<file path="config.mk">
export PLATFORM = sky130hd
export DESIGN_NAME = hppc_top
export DESIGN_NICKNAME = d
export VERILOG_FILES = /design/src/hppc_pkg.sv /design/src/hppc_rom.sv /design/src/hppc_top.sv
export SDC_FILE = /design/constraint.sdc
export NUM_CORES = 1
export LEC_CHECK = 0
export BUFFER_PORTS_ARGS = -buffer_cell sky130_fd_sc_hd__buf_2
export CORE_ASPECT_RATIO = 0.7
export CORE_MARGIN = 4
export CORE_UTILIZATION = 59
export DETAILED_ROUTE_END_ITERATION = 16
export GPL_TIMING_DRIVEN = 1
export PLACE_DENSITY = 0.82
export SYNTH_ARGS = -nofsm -noshare
export SYNTH_HDL_FRONTEND = slang
export SYNTH_HIERARCHICAL = 1
export SYNTH_SLANG_ARGS = --single-unit
</file>
<file path="constraint.sdc">
create_clock -name I_CLK -period 2.65 [get_ports I_CLK]
set_input_delay 0.3975 -clock I_CLK [delete_from_list [all_inputs] [get_ports I_CLK]]
set_output_delay 0.3975 -clock I_CLK [all_outputs]
set_load 0.01 [all_outputs]
</file>
<file path="src/hppc_pkg.sv">
// Package for the hub port power and charge pin logic: register map, field layout,
// reset values and timing constants.
// Assumes one 20 MHz clock and an APB master with 32-bit data.
package hppc_pkg;

   // ------------------------------------------------------------------------
   // Register byte addresses.
   // ------------------------------------------------------------------------
   localparam logic [7:0] ADDR_CTRL      = 8'h00;
   localparam logic [7:0] ADDR_STATUS    = 8'h04;
   localparam logic [7:0] ADDR_IRQ_STAT  = 8'h08;
   localparam logic [7:0] ADDR_IRQ_CLR   = 8'h0c;
   localparam logic [7:0] ADDR_IRQ_EN    = 8'h10;
   localparam logic [7:0] ADDR_ROM_CMD   = 8'h14;
   localparam logic [7:0] ADDR_ROM_DATA  = 8'h18;

   // ------------------------------------------------------------------------
   // Field positions.
   // ------------------------------------------------------------------------
   localparam int CTRL_PWR_LSB    = 0;  // Port power enables, four bits.
   localparam int CTRL_CHG_LSB    = 4;  // Charging port configuration, four bits.
   localparam int CTRL_SMB_BIT    = 8;  // SMBus configuration interface in use.
   localparam int CTRL_PUEN_BIT   = 9;  // Software permits the D+ connect.
   localparam int STAT_OC_LSB     = 0;  // Synchronised over-current levels.
   localparam int STAT_CHG_LSB    = 4;  // Charging actually active per port.
   localparam int STAT_VBUS_BIT   = 8;
   localparam int STAT_PU_BIT     = 9;
   localparam int STAT_LEGACY_BIT = 10;
   localparam int STAT_ALERT_BIT  = 11;
   localparam int STAT_DIS_BIT    = 12;
   localparam int STAT_BUSY_BIT   = 13;
   // Interrupt status layout.
   localparam int IRQ_OC_LSB      = 0;  // Over-current rise per port.
   localparam int IRQ_VBUS_BIT    = 4;  // Bus power changed.
   localparam int IRQ_ALERT_BIT   = 5;  // Charger alert asserted.
   localparam int IRQ_DIS_BIT     = 6;  // Charging disable changed.
   localparam int IRQ_ROM_BIT     = 7;  // ROM byte transfer done.
   localparam int IRQ_W           = 8;
   // ROM command layout: bit 8 starts a byte, bit 9 holds chip enable low.
   localparam int ROM_GO_BIT      = 8;
   localparam int ROM_HOLD_BIT    = 9;

   // ------------------------------------------------------------------------
   // Reset values and timing.
   // ------------------------------------------------------------------------
   localparam logic [9:0] CTRL_RST  = 10'h000;
   localparam int         CLK_HZ    = 20_000_000;
   localparam int         ROM_HZ    = 1_000_000;  // Serial ROM clock rate.
   localparam int         ROM_HALF  = CLK_HZ / (2 * ROM_HZ);
   localparam int         NPORT     = 4;

   // ROM shifter states.
   typedef enum logic [2:0]
   {
      ROM_IDLE  = 3'b001,
      ROM_SHIFT = 3'b010,
      ROM_DONE  = 3'b100
   } hppc_rom_e;

endpackage : hppc_pkg

</file>
<file path="src/hppc_rom.sv">
// Byte shifter toward an external serial configuration ROM, mode 0, MSB first.
// Assumes a start pulse from the register block on the same clock.
module hppc_rom
   import hppc_pkg::*;
#(
   parameter int HALF = ROM_HALF
)
(
   input  wire logic       i_clk,
   input  wire logic       i_rst,
   input  wire logic       i_start,
   input  wire logic       i_hold,
   input  wire logic [7:0] i_tx,
   input  wire logic       i_miso,
   output logic            o_ce_n,
   output logic            o_sck,
   output logic            o_mosi,
   output logic [7:0]      o_rx,
   output logic            o_busy,
   output logic            o_done
);

   // ------------------------------------------------------------------------
   // Shift engine.
   // ------------------------------------------------------------------------
   hppc_rom_e   state_r;
   logic [7:0]  sh_r;
   logic [3:0]  bit_r;
   logic [7:0]  div_r;
   logic        sck_r;
   logic        ce_n_r;
   logic [1:0]  miso_s_r;

   // Data input comes from a pin, so it is synchronised first.
   always_ff @(posedge i_clk)
   begin
      if (i_rst) miso_s_r <= 2'h0;
      else       miso_s_r <= {miso_s_r[0], i_miso};
   end

   // Chip enable falls for a byte and rises after unless held for a burst.
   always_ff @(posedge i_clk)
   begin
      if (i_rst)
      begin
         state_r <= ROM_IDLE;
         sh_r    <= 8'h00;
         bit_r   <= 4'h0;
         div_r   <= 8'h00;
         sck_r   <= 1'b0;
         ce_n_r  <= 1'b1;
         o_rx    <= 8'h00;
      end
      else
      begin
         unique case (state_r)
            ROM_IDLE:
            begin
               if (i_start)
               begin
                  state_r <= ROM_SHIFT;
                  sh_r    <= i_tx;
                  bit_r   <= 4'h0;
                  div_r   <= 8'h00;
                  ce_n_r  <= 1'b0;
               end
               else if (!i_hold) ce_n_r <= 1'b1;
            end
            ROM_SHIFT:
            begin
               if (div_r == 8'(HALF - 1))
               begin
                  div_r <= 8'h00;
                  sck_r <= ~sck_r;
                  if (!sck_r) o_rx <= {o_rx[6:0], miso_s_r[1]};
                  else
                  begin
                     sh_r  <= {sh_r[6:0], 1'b0};
                     bit_r <= bit_r + 4'h1;
                     if (bit_r == 4'h7) state_r <= ROM_DONE;
                  end
               end
               else div_r <= div_r + 8'h01;
            end
            ROM_DONE:
            begin
               state_r <= ROM_IDLE;
               if (!i_hold) ce_n_r <= 1'b1;
            end
            default: state_r <= ROM_IDLE;
         endcase
      end
   end

   assign o_ce_n = ce_n_r;
   assign o_sck  = sck_r;
   assign o_mosi = sh_r[7];
   assign o_busy = (state_r != ROM_IDLE);
   assign o_done = (state_r == ROM_DONE);

   // ------------------------------------------------------------------------
   // Checks.
   // ------------------------------------------------------------------------
   property p_ce_low_shift;
      @(posedge i_clk) disable iff (i_rst)
      (state_r == ROM_SHIFT) |-> !o_ce_n;
   endproperty
   a_ce_low_shift: assert property (p_ce_low_shift)
      else $error("ROM enable high during a shift.");

   property p_done_once;
      @(posedge i_clk) disable iff (i_rst)
      o_done |=> !o_done;
   endproperty
   a_done_once: assert property (p_done_once)
      else $error("ROM done lasted more than a cycle.");

   c_rom_byte: cover property (@(posedge i_clk) disable iff (i_rst) o_done);

endmodule : hppc_rom

</file>
<file path="src/hppc_top.sv">
// Top of the hub port power and charge pin logic with its APB register file.
// Assumes an APB master on I_CLK; pin inputs arrive asynchronously.
//
// Local design decisions: the APB interface to the registers and the register offsets.
module hppc_top
   import hppc_pkg::*;
#(
   parameter int N = NPORT
)
(
   input  wire logic          I_CLK,
   input  wire logic          I_SYS_RST,
   // APB slave.
   input  wire logic          I_PSEL,
   input  wire logic          I_PENABLE,
   input  wire logic          I_PWRITE,
   input  wire logic [7:0]    I_PADDR,
   input  wire logic [31:0]   I_PWDATA,
   output logic [31:0]        O_PRDATA,
   output logic               O_PREADY,
   output logic               O_PSLVERR,
   // Port pins.
   output logic [N-1:0]       O_PORT_POWER_ENABLE,
   input  wire logic [N-1:0]  I_OVERCURRENT_SENSE,
   output logic [N-1:0]       O_CHARGE_ACTIVE,
   input  wire logic          I_BUS_POWER_DETECT,
   output logic               O_DP_PULLUP_EN,
   input  wire logic          I_JTAG_RESET_STRAP,
   output logic               O_LEGACY_MODE,
   input  wire logic          I_CHARGING_DISABLE_N,
   input  wire logic          I_CHARGER_ALERT_N,
   // Serial configuration ROM.
   output logic               O_ROM_ENABLE_N,
   output logic               O_ROM_CLK,
   output logic               O_ROM_SERIAL_OUT,
   input  wire logic          I_ROM_SERIAL_IN,
   output logic               O_IRQ
);

   // ------------------------------------------------------------------------
   // Pin synchronisers.
   // ------------------------------------------------------------------------
   logic [N+2:0] meta_r;
   logic [N+2:0] sync_r;
   logic [N+2:0] prev_r;
   logic         vbus;
   logic         alert;
   logic         chg_dis;
   logic [N-1:0] oc;

   // Bus power, alert, disable and over-current levels pass two flops.
   always_ff @(posedge I_CLK)
   begin
      if (I_SYS_RST)
      begin
         meta_r <= '0;
         sync_r <= '0;
         prev_r <= '0;
      end
      else
      begin
         meta_r <= {I_BUS_POWER_DETECT, ~I_CHARGER_ALERT_N, ~I_CHARGING_DISABLE_N,
                    I_OVERCURRENT_SENSE};
         sync_r <= meta_r;
         prev_r <= sync_r;
      end
   end

   assign vbus    = sync_r[N+2];
   assign alert   = sync_r[N+1];
   assign chg_dis = sync_r[N];
   assign oc      = sync_r[N-1:0];

   // ------------------------------------------------------------------------
   // Registers.
   // ------------------------------------------------------------------------
   logic [9:0]        ctrl_r;
   logic [IRQ_W-1:0]  irq_stat_r;
   logic [IRQ_W-1:0]  irq_en_r;
   logic [IRQ_W-1:0]  irq_set;
   logic [7:0]        rom_tx_r;
   logic              rom_hold_r;
   logic              rom_go_r;
   logic              legacy_r;
   logic              strap_done_r;
   logic [1:0]        strap_cnt_r;
   logic [1:0]        strap_s_r;
   logic              wr_en;
   logic              rd_en;
   logic              rom_busy;
   logic              rom_done;
   logic [7:0]        rom_rx;
   logic [31:0]       status;
   logic              addr_ok;

   // Every access finishes in its first access cycle.
   assign wr_en = I_PSEL & I_PENABLE & I_PWRITE;
   assign rd_en = I_PSEL & I_PENABLE & ~I_PWRITE;

   // Address decode used by the error logic; the read path decodes the address on its own.
   function automatic logic mapped(input logic [7:0] a);
      mapped = (a == ADDR_CTRL) || (a == ADDR_STATUS) || (a == ADDR_IRQ_STAT) ||
               (a == ADDR_IRQ_CLR) || (a == ADDR_IRQ_EN) || (a == ADDR_ROM_CMD) ||
               (a == ADDR_ROM_DATA);
   endfunction : mapped

   assign addr_ok = mapped(I_PADDR);

   // Control register holds power enables, charging ports and mode bits.
   always_ff @(posedge I_CLK)
   begin
      if (I_SYS_RST) ctrl_r <= CTRL_RST;
      else if (wr_en && I_PADDR == ADDR_CTRL) ctrl_r <= I_PWDATA[9:0];
   end

   // Enable register for the interrupt.
   always_ff @(posedge I_CLK)
   begin
      if (I_SYS_RST) irq_en_r <= '0;
      else if (wr_en && I_PADDR == ADDR_IRQ_EN) irq_en_r <= I_PWDATA[IRQ_W-1:0];
   end

   // ROM command: data byte, start pulse and burst hold.
   always_ff @(posedge I_CLK)
   begin
      if (I_SYS_RST)
      begin
         rom_tx_r   <= 8'h00;
         rom_hold_r <= 1'b0;
         rom_go_r   <= 1'b0;
      end
      else
      begin
         rom_go_r <= 1'b0;
         if (wr_en && I_PADDR == ADDR_ROM_CMD)
         begin
            rom_tx_r   <= I_PWDATA[7:0];
            rom_hold_r <= I_PWDATA[ROM_HOLD_BIT];
            rom_go_r   <= I_PWDATA[ROM_GO_BIT] & ~rom_busy;
         end
      end
   end

   // ------------------------------------------------------------------------
   // Strap capture after reset release.
   // ------------------------------------------------------------------------
   // The strap passes two flops; it is caught once from the second flop, on the third clock after reset release.
   always_ff @(posedge I_CLK)
   begin
      if (I_SYS_RST)
      begin
         strap_s_r    <= 2'h0;
         strap_cnt_r  <= 2'h0;
         strap_done_r <= 1'b0;
         legacy_r     <= 1'b0;
      end
      else
      begin
         strap_s_r <= {strap_s_r[0], I_JTAG_RESET_STRAP};
         if (!strap_done_r)
         begin
            strap_cnt_r <= strap_cnt_r + 2'h1;
            if (strap_cnt_r == 2'h2)
            begin
               strap_done_r <= 1'b1;
               legacy_r     <= strap_s_r[1];
            end
         end
      end
   end

   // Legacy mode applies only while the SMBus configuration is in use.
   assign O_LEGACY_MODE = legacy_r & ctrl_r[CTRL_SMB_BIT];

   // ------------------------------------------------------------------------
   // Port outputs.
   // ------------------------------------------------------------------------
   logic [N-1:0] pwr_r;
   logic [N-1:0] chg_r;
   logic         pu_r;

   // Outputs come from flops; charging drops on every port together.
   always_ff @(posedge I_CLK)
   begin
      if (I_SYS_RST)
      begin
         pwr_r <= '0;
         chg_r <= '0;
         pu_r  <= 1'b0;
      end
      else
      begin
         pwr_r <= ctrl_r[CTRL_PWR_LSB +: N];
         chg_r <= chg_dis ? '0 : ctrl_r[CTRL_CHG_LSB +: N];
         pu_r  <= vbus & ctrl_r[CTRL_PUEN_BIT];
      end
   end

   assign O_PORT_POWER_ENABLE = pwr_r;
   assign O_CHARGE_ACTIVE     = chg_r;
   assign O_DP_PULLUP_EN      = pu_r;

   // ------------------------------------------------------------------------
   // Interrupts.
   // ------------------------------------------------------------------------
   assign irq_set[IRQ_OC_LSB +: N]  = oc & ~prev_r[N-1:0];
   assign irq_set[IRQ_VBUS_BIT]     = sync_r[N+2] ^ prev_r[N+2];
   assign irq_set[IRQ_ALERT_BIT]    = sync_r[N+1] & ~prev_r[N+1];
   assign irq_set[IRQ_DIS_BIT]      = sync_r[N] ^ prev_r[N];
   assign irq_set[IRQ_ROM_BIT]      = rom_done;

   // Sticky status; a new event wins over a clear in the same cycle.
   always_ff @(posedge I_CLK)
   begin
      if (I_SYS_RST) irq_stat_r <= '0;
      else if (wr_en && I_PADDR == ADDR_IRQ_CLR)
         irq_stat_r <= (irq_stat_r & ~I_PWDATA[IRQ_W-1:0]) | irq_set;
      else
         irq_stat_r <= irq_stat_r | irq_set;
   end

   assign O_IRQ = |(irq_stat_r & irq_en_r);

   // ------------------------------------------------------------------------
   // Read path.
   // ------------------------------------------------------------------------
   always_comb
   begin
      status = '0;
      status[STAT_OC_LSB +: N]  = oc;
      status[STAT_CHG_LSB +: N] = chg_r;
      status[STAT_VBUS_BIT]     = vbus;
      status[STAT_PU_BIT]       = pu_r;
      status[STAT_LEGACY_BIT]   = legacy_r;
      status[STAT_ALERT_BIT]    = alert;
      status[STAT_DIS_BIT]      = chg_dis;
      status[STAT_BUSY_BIT]     = rom_busy;
   end

   // Read data is registered and appears with pready.
   always_ff @(posedge I_CLK)
   begin
      if (I_SYS_RST) O_PRDATA <= 32'h0000_0000;
      else if (I_PSEL && !I_PENABLE && !I_PWRITE)
      begin
         unique case (I_PADDR)
            ADDR_CTRL:     O_PRDATA <= {22'h0, ctrl_r};
            ADDR_STATUS:   O_PRDATA <= status;
            ADDR_IRQ_STAT: O_PRDATA <= {24'h0, irq_stat_r};
            ADDR_IRQ_EN:   O_PRDATA <= {24'h0, irq_en_r};
            ADDR_ROM_CMD:  O_PRDATA <= {22'h0, rom_hold_r, 1'b0, rom_tx_r};
            ADDR_ROM_DATA: O_PRDATA <= {24'h0, rom_rx};
            default:       O_PRDATA <= 32'h0000_0000;
         endcase
      end
   end

   assign O_PREADY  = 1'b1;
   assign O_PSLVERR = I_PSEL & I_PENABLE & ~addr_ok;

   // ------------------------------------------------------------------------
   // Serial ROM master.
   // ------------------------------------------------------------------------
   hppc_rom #(.HALF(ROM_HALF)) u_rom
   (
      .i_clk  (I_CLK),
      .i_rst  (I_SYS_RST),
      .i_start(rom_go_r),
      .i_hold (rom_hold_r),
      .i_tx   (rom_tx_r),
      .i_miso (I_ROM_SERIAL_IN),
      .o_ce_n (O_ROM_ENABLE_N),
      .o_sck  (O_ROM_CLK),
      .o_mosi (O_ROM_SERIAL_OUT),
      .o_rx   (rom_rx),
      .o_busy (rom_busy),
      .o_done (rom_done)
   );

   // ------------------------------------------------------------------------
   // Checks.
   // ------------------------------------------------------------------------
   property p_pullup_needs_vbus;
      @(posedge I_CLK) disable iff (I_SYS_RST)
      O_DP_PULLUP_EN |-> $past(vbus);
   endproperty
   a_pullup_needs_vbus: assert property (p_pullup_needs_vbus)
      else $error("D+ pull-up on without bus power.");

   property p_vbus_sync;
      @(posedge I_CLK) disable iff (I_SYS_RST)
      $rose(I_BUS_POWER_DETECT) ##1 I_BUS_POWER_DETECT[*2] |-> vbus;
   endproperty
   a_vbus_sync: assert property (p_vbus_sync)
      else $error("Bus power not seen two cycles after the pin.");

   property p_charge_off;
      @(posedge I_CLK) disable iff (I_SYS_RST)
      chg_dis |=> (O_CHARGE_ACTIVE == '0);
   endproperty
   a_charge_off: assert property (p_charge_off)
      else $error("Charging active while disabled.");

   property p_power_follows;
      @(posedge I_CLK) disable iff (I_SYS_RST)
      1'b1 |=> (O_PORT_POWER_ENABLE == $past(ctrl_r[N-1:0]));
   endproperty
   a_power_follows: assert property (p_power_follows)
      else $error("Port power does not follow control.");

   property p_alert_irq;
      @(posedge I_CLK) disable iff (I_SYS_RST)
      $rose(alert) |=> irq_stat_r[IRQ_ALERT_BIT];
   endproperty
   a_alert_irq: assert property (p_alert_irq)
      else $error("Charger alert not latched.");

   property p_strap_held;
      @(posedge I_CLK) disable iff (I_SYS_RST)
      strap_done_r |=> $stable(legacy_r);
   endproperty
   a_strap_held: assert property (p_strap_held)
      else $error("Legacy strap changed after capture.");

   c_pullup:  cover property (@(posedge I_CLK) disable iff (I_SYS_RST) $rose(O_DP_PULLUP_EN));
   c_chg_off: cover property (@(posedge I_CLK) disable iff (I_SYS_RST) $fell(|O_CHARGE_ACTIVE));
   c_irq:     cover property (@(posedge I_CLK) disable iff (I_SYS_RST) $rose(O_IRQ));

endmodule : hppc_top

</file>
==> run summary <==
For the overall routing resource usage, the log shows 24.94%. The overall power after layout was 4.468 mW; the number of synthesis warnings was 6. After detailed routing, the average wire length per cell comes to 16.88 um.

In the synthesized netlist the dominant register cell turns out to be sky130_fd_sc_hd__dfxtp_1. The antenna cell count came out at 0. The wire-length estimate of the detail-placed layout is 8707 um. The die is 86.95 um tall. The number of hold violations in the final report was 0. For this run, the post-layout net count is 676. The library cells used most frequently in the layout, excluding fill and tap cells, are sky130_fd_sc_hd__dfxtp_1 (121), sky130_fd_sc_hd__nor2_1 (60), sky130_fd_sc_hd__buf_2 (59). For this design the static power due to leakage is 2.692 nW.

The max-capacitance violation count is 0. The number of flip-flops and latches in the synthesized netlist is 121, and the worst setup skew after layout is 7.031 ps. In this design, the largest share of critical-path delay is due to simple AND/OR/NAND/NOR gates. The worst pin sits at a relative slew slack of 45.49%. Areal power density over the cells: 728.2 nW/um^2. The worst setup path is captured at a register.

The H-tree was split into 4 levels. Hold is met by 126.6 ps. Peak per-stage delay on the critical path: 530 ps. The logs give 2 for the number of buffers between clock root and the deepest sink and 420 ps for the clock latency on the worst-skew pair. The synthesized design contains 0 enable-type register cells. The number of placement rows was 28; the mean instance size in the synthesized netlist was 9.299 sq um.

Dividing the detail-routed via count by the number of cells gives 5.725. For the worst flop-to-flop path, the logic depth is 5. The area growth from synthesis to layout is 16.79%. The number of buffers and inverters on the critical path is 0.

The worst register-to-register path ends at u_rom/sh_r[1]$_SDFFE_PP0P_. The number of placed instances, taps included, is 719. Of the cells placed in the final design, the portion with a size suffix greater than 1 is 20.16%. Once detail routing completed, the nets flagged for antenna violations numbered 0. Time the worst path needs with I/O delays and setup: 2025 ps.

For the synthesized instance count, the log shows 565. The library cell used most frequently in the layout, excluding fill and tap cells, is sky130_fd_sc_hd__dfxtp_1. Setup violations remaining at the end of the flow were counted as 0. Data arrives at the worst endpoint at 2360 ps.

The run gives 630 ps as the worst reg-to-reg setup slack. Static timing analysis puts the maximum clock frequency at 493.8 MHz. For the number of different library cells in the post-synthesis netlist, the log shows 62.

The total die area was 10500 sq um. The signal on the critical path passes through ha_1 -> nor4b_4 -> a21oi_2 -> or3_2 -> a21oi_1. Standard cell core area: 8548 sq um.

The tools report the number of antenna violations at the first check in global routing as 0. The top-level I/O count came out at 102. At the pin with the least slew margin, the transition time is 817.7 ps. The tools report the source of the worst register-to-register timing path as u_rom/div_r[0]$_SDFFE_PP0P_. After clock tree synthesis, the repair step resized 0 gates. For this run, the register share of the synthesized area comes to 46.11%.

Counting buffers and inverters, the worst setup path is 5 cells deep. Once the floorplan was initialized, standard cells occupied 61.46% of the core. Following the worst setup path forward leads to its endpoint at u_rom/sh_r[1]$_SDFFE_PP0P_. The tools report the buffer cell driving the clock tree root as sky130_fd_sc_hd__clkbuf_16. The logs give 4294 for the vias after detailed routing and 79 for the largest net degree at the start of global routing. The number of global-route vias before repair was 4054. The async set or reset register ratio after synthesis was 0%; the maximum net fanout on the critical path was 17. The run gives 20050 um as the first-pass GRT wire length. The post-detailed-routing wire length was 12660 um. From left edge to right edge, the die measures 120.8 um. TritonCTS created 17 clock buffers. Startpoint of the most critical setup path: u_rom/div_r[0]$_SDFFE_PP0P_. Setup repair after global routing left no endpoint under its margin. TritonCTS built the clock tree. For this design, the CTS-stage hold fixing added 0 buffers.

The summed negative setup slack over all endpoints came out at 0 ps. The synthesized netlist occupies a cell area of 5254 sq um. The type of the worst setup path is register to register. VDD sags by at most 0.5766 mV. The run gives 0 as the DRC violation count after routing. The detailed router finished its first iteration with 416 violations. The total overflow left after global routing is 0. STA classifies the critical path startpoint as a register. The run finished with clean final reports. Input and output buffers added on the ports amount to 60. The clock-pin slew reported for the worst setup and hold paths after clock tree synthesis is 50 ps, and the final RePlAce weighted congestion is 0.8963. In this run the post-CTS setup repair buffer count came out at 0. The logs give 0 for the max-slew violation total from the final report and 121 for the total number of clock tree sinks. The run gives 2980 ps as the data required time at the worst endpoint. For this design, the slowest cell found on the critical path is sky130_fd_sc_hd__or3_2.

Dividing the final minimum period by the clock period gives 76.42%. The path class of the tightest hold or removal check is input pin to register. The run gives 750 as the number of cells in the finished layout apart from fillers.

Number of detailed-routing iterations run before antenna repair: 5.
## synthesized netlist by cell type, drive strengths merged, types with 2 or more instances
cell,n,area (sq um)
ha,4,50.05
nand2,24,90.09
o211ai,3,22.52
or3b,4,35.04
nor3b,4,40.03
o2bb2ai,2,17.52
nor2,60,225.2
nand4b,3,32.53
conb,2,7.510
nand2b,7,43.79
clkbuf,20,76.32
a22o,8,70.07
a22oi,14,118.9
dfxtp,121,2422
nor3,5,41.29
and3,3,20.02
xnor2,2,17.52
inv,10,37.54
and2b,2,15.01
nand3,27,135.1
buf,33,239.0
o21ai,26,130.1
a31oi,6,37.54
nand4,3,25.02
a211oi,8,75.08
a21oi,46,234.0
and2,10,62.56
nor2b,30,187.7
nor4,3,18.77
or3,13,90.09
mux2i,46,473.0
nor4b,2,32.53
a311oi,3,26.28
## power breakdown
group	internal, mW	switching [mW]
registers	1.87	0.0304
logic	0.0871	0.145
clock network	1.56	0.773
total	3.52	0.948
## worst min-delay path by stage
stage / endpoint / cells after the start / startpoint / slack [ps]
4_1_cts: meta_r[5]$_SDFF_PP0_ / 2 / I_CHARGER_ALERT_N / 110
3_5_place_dp: sync_r[5]$_SDFF_PP0_ / 1 / meta_r[5]$_SDFF_PP0_ / 430
3_3_place_gp: sync_r[5]$_SDFF_PP0_ / 1 / meta_r[5]$_SDFF_PP0_ / 420
5_1_grt: meta_r[5]$_SDFF_PP0_ / 2 / I_CHARGER_ALERT_N / 120
6_report: meta_r[5]$_SDFF_PP0_ / 2 / I_CHARGER_ALERT_N / 130
2_1_floorplan: strap_s_r[1]$_SDFF_PP0_ / 1 / strap_s_r[0]$_SDFF_PP0_ / 410
## final cells by class
cell class                      count  area (sq um)
Fill cell                         647          2412
Timing Repair Buffer               70         377.9
Clock buffer                       23         488.0
Clock inverter                      8         117.6
Sequential cell                   121          2422
Tap cell                          120         150.1
Multi-Input combinational cell    398          2542
Inverter                           10         37.54
## cells by family (layout without fill, tap and decap cells)
group / Yosys count / in the layout / synth area share (%)
simple gates: 207 / 207 / 22.10
compound gates: 118 / 118 / 14.27
other cells: 2 / 19 / 0.1429
fa+ha+maj: 4 / 4 / 0.9526
flops: 121 / 121 / 46.11
xor+xnor: 3 / 3 / 0.5002
buf+inv: 63 / 111 / 6.716
mux: 47 / 47 / 9.216
## through the flow
step                      setup WS, ps  utilization (%)  area (sq um)
after CTS                        683.0            71.78          6136
final                            625.0            71.78          6136
after floorplan                  843.3                -          5318
after detailed placement         473.3            64.70          5530
after global routing             515.2            71.78          6136
after global placement           591.1            64.70          5530
## layer usage
layer / track usage (%) / up-vias / routed length (um)
met4: 6.584 / 0 / 129
li1: - / 2052 / -
met1: 32.23 / 2023 / 5535
met5: 0 / - / 0
met3: 11.10 / 13 / 1318
met2: 38.32 / 206 / 5678
## registers in the layout, indices dropped and copies added, names as in the netlist, 2 cells and up
name                 cells
O_CHARGE_ACTIVE          4
O_PORT_POWER_ENABLE      4
O_PRDATA                14
ctrl_r                  10
irq_en_r                 8
irq_stat_r               8
meta_r                   7
prev_r                   7
rom_tx_r                 8
strap_cnt_r              2
strap_s_r                2
sync_r                   7
u_rom/bit_r              4
u_rom/div_r              8
u_rom/miso_s_r           2
u_rom/o_rx               8
u_rom/sh_r               8
u_rom/state_r            3
No activity file was read; power rests on OpenSTA's default activity.
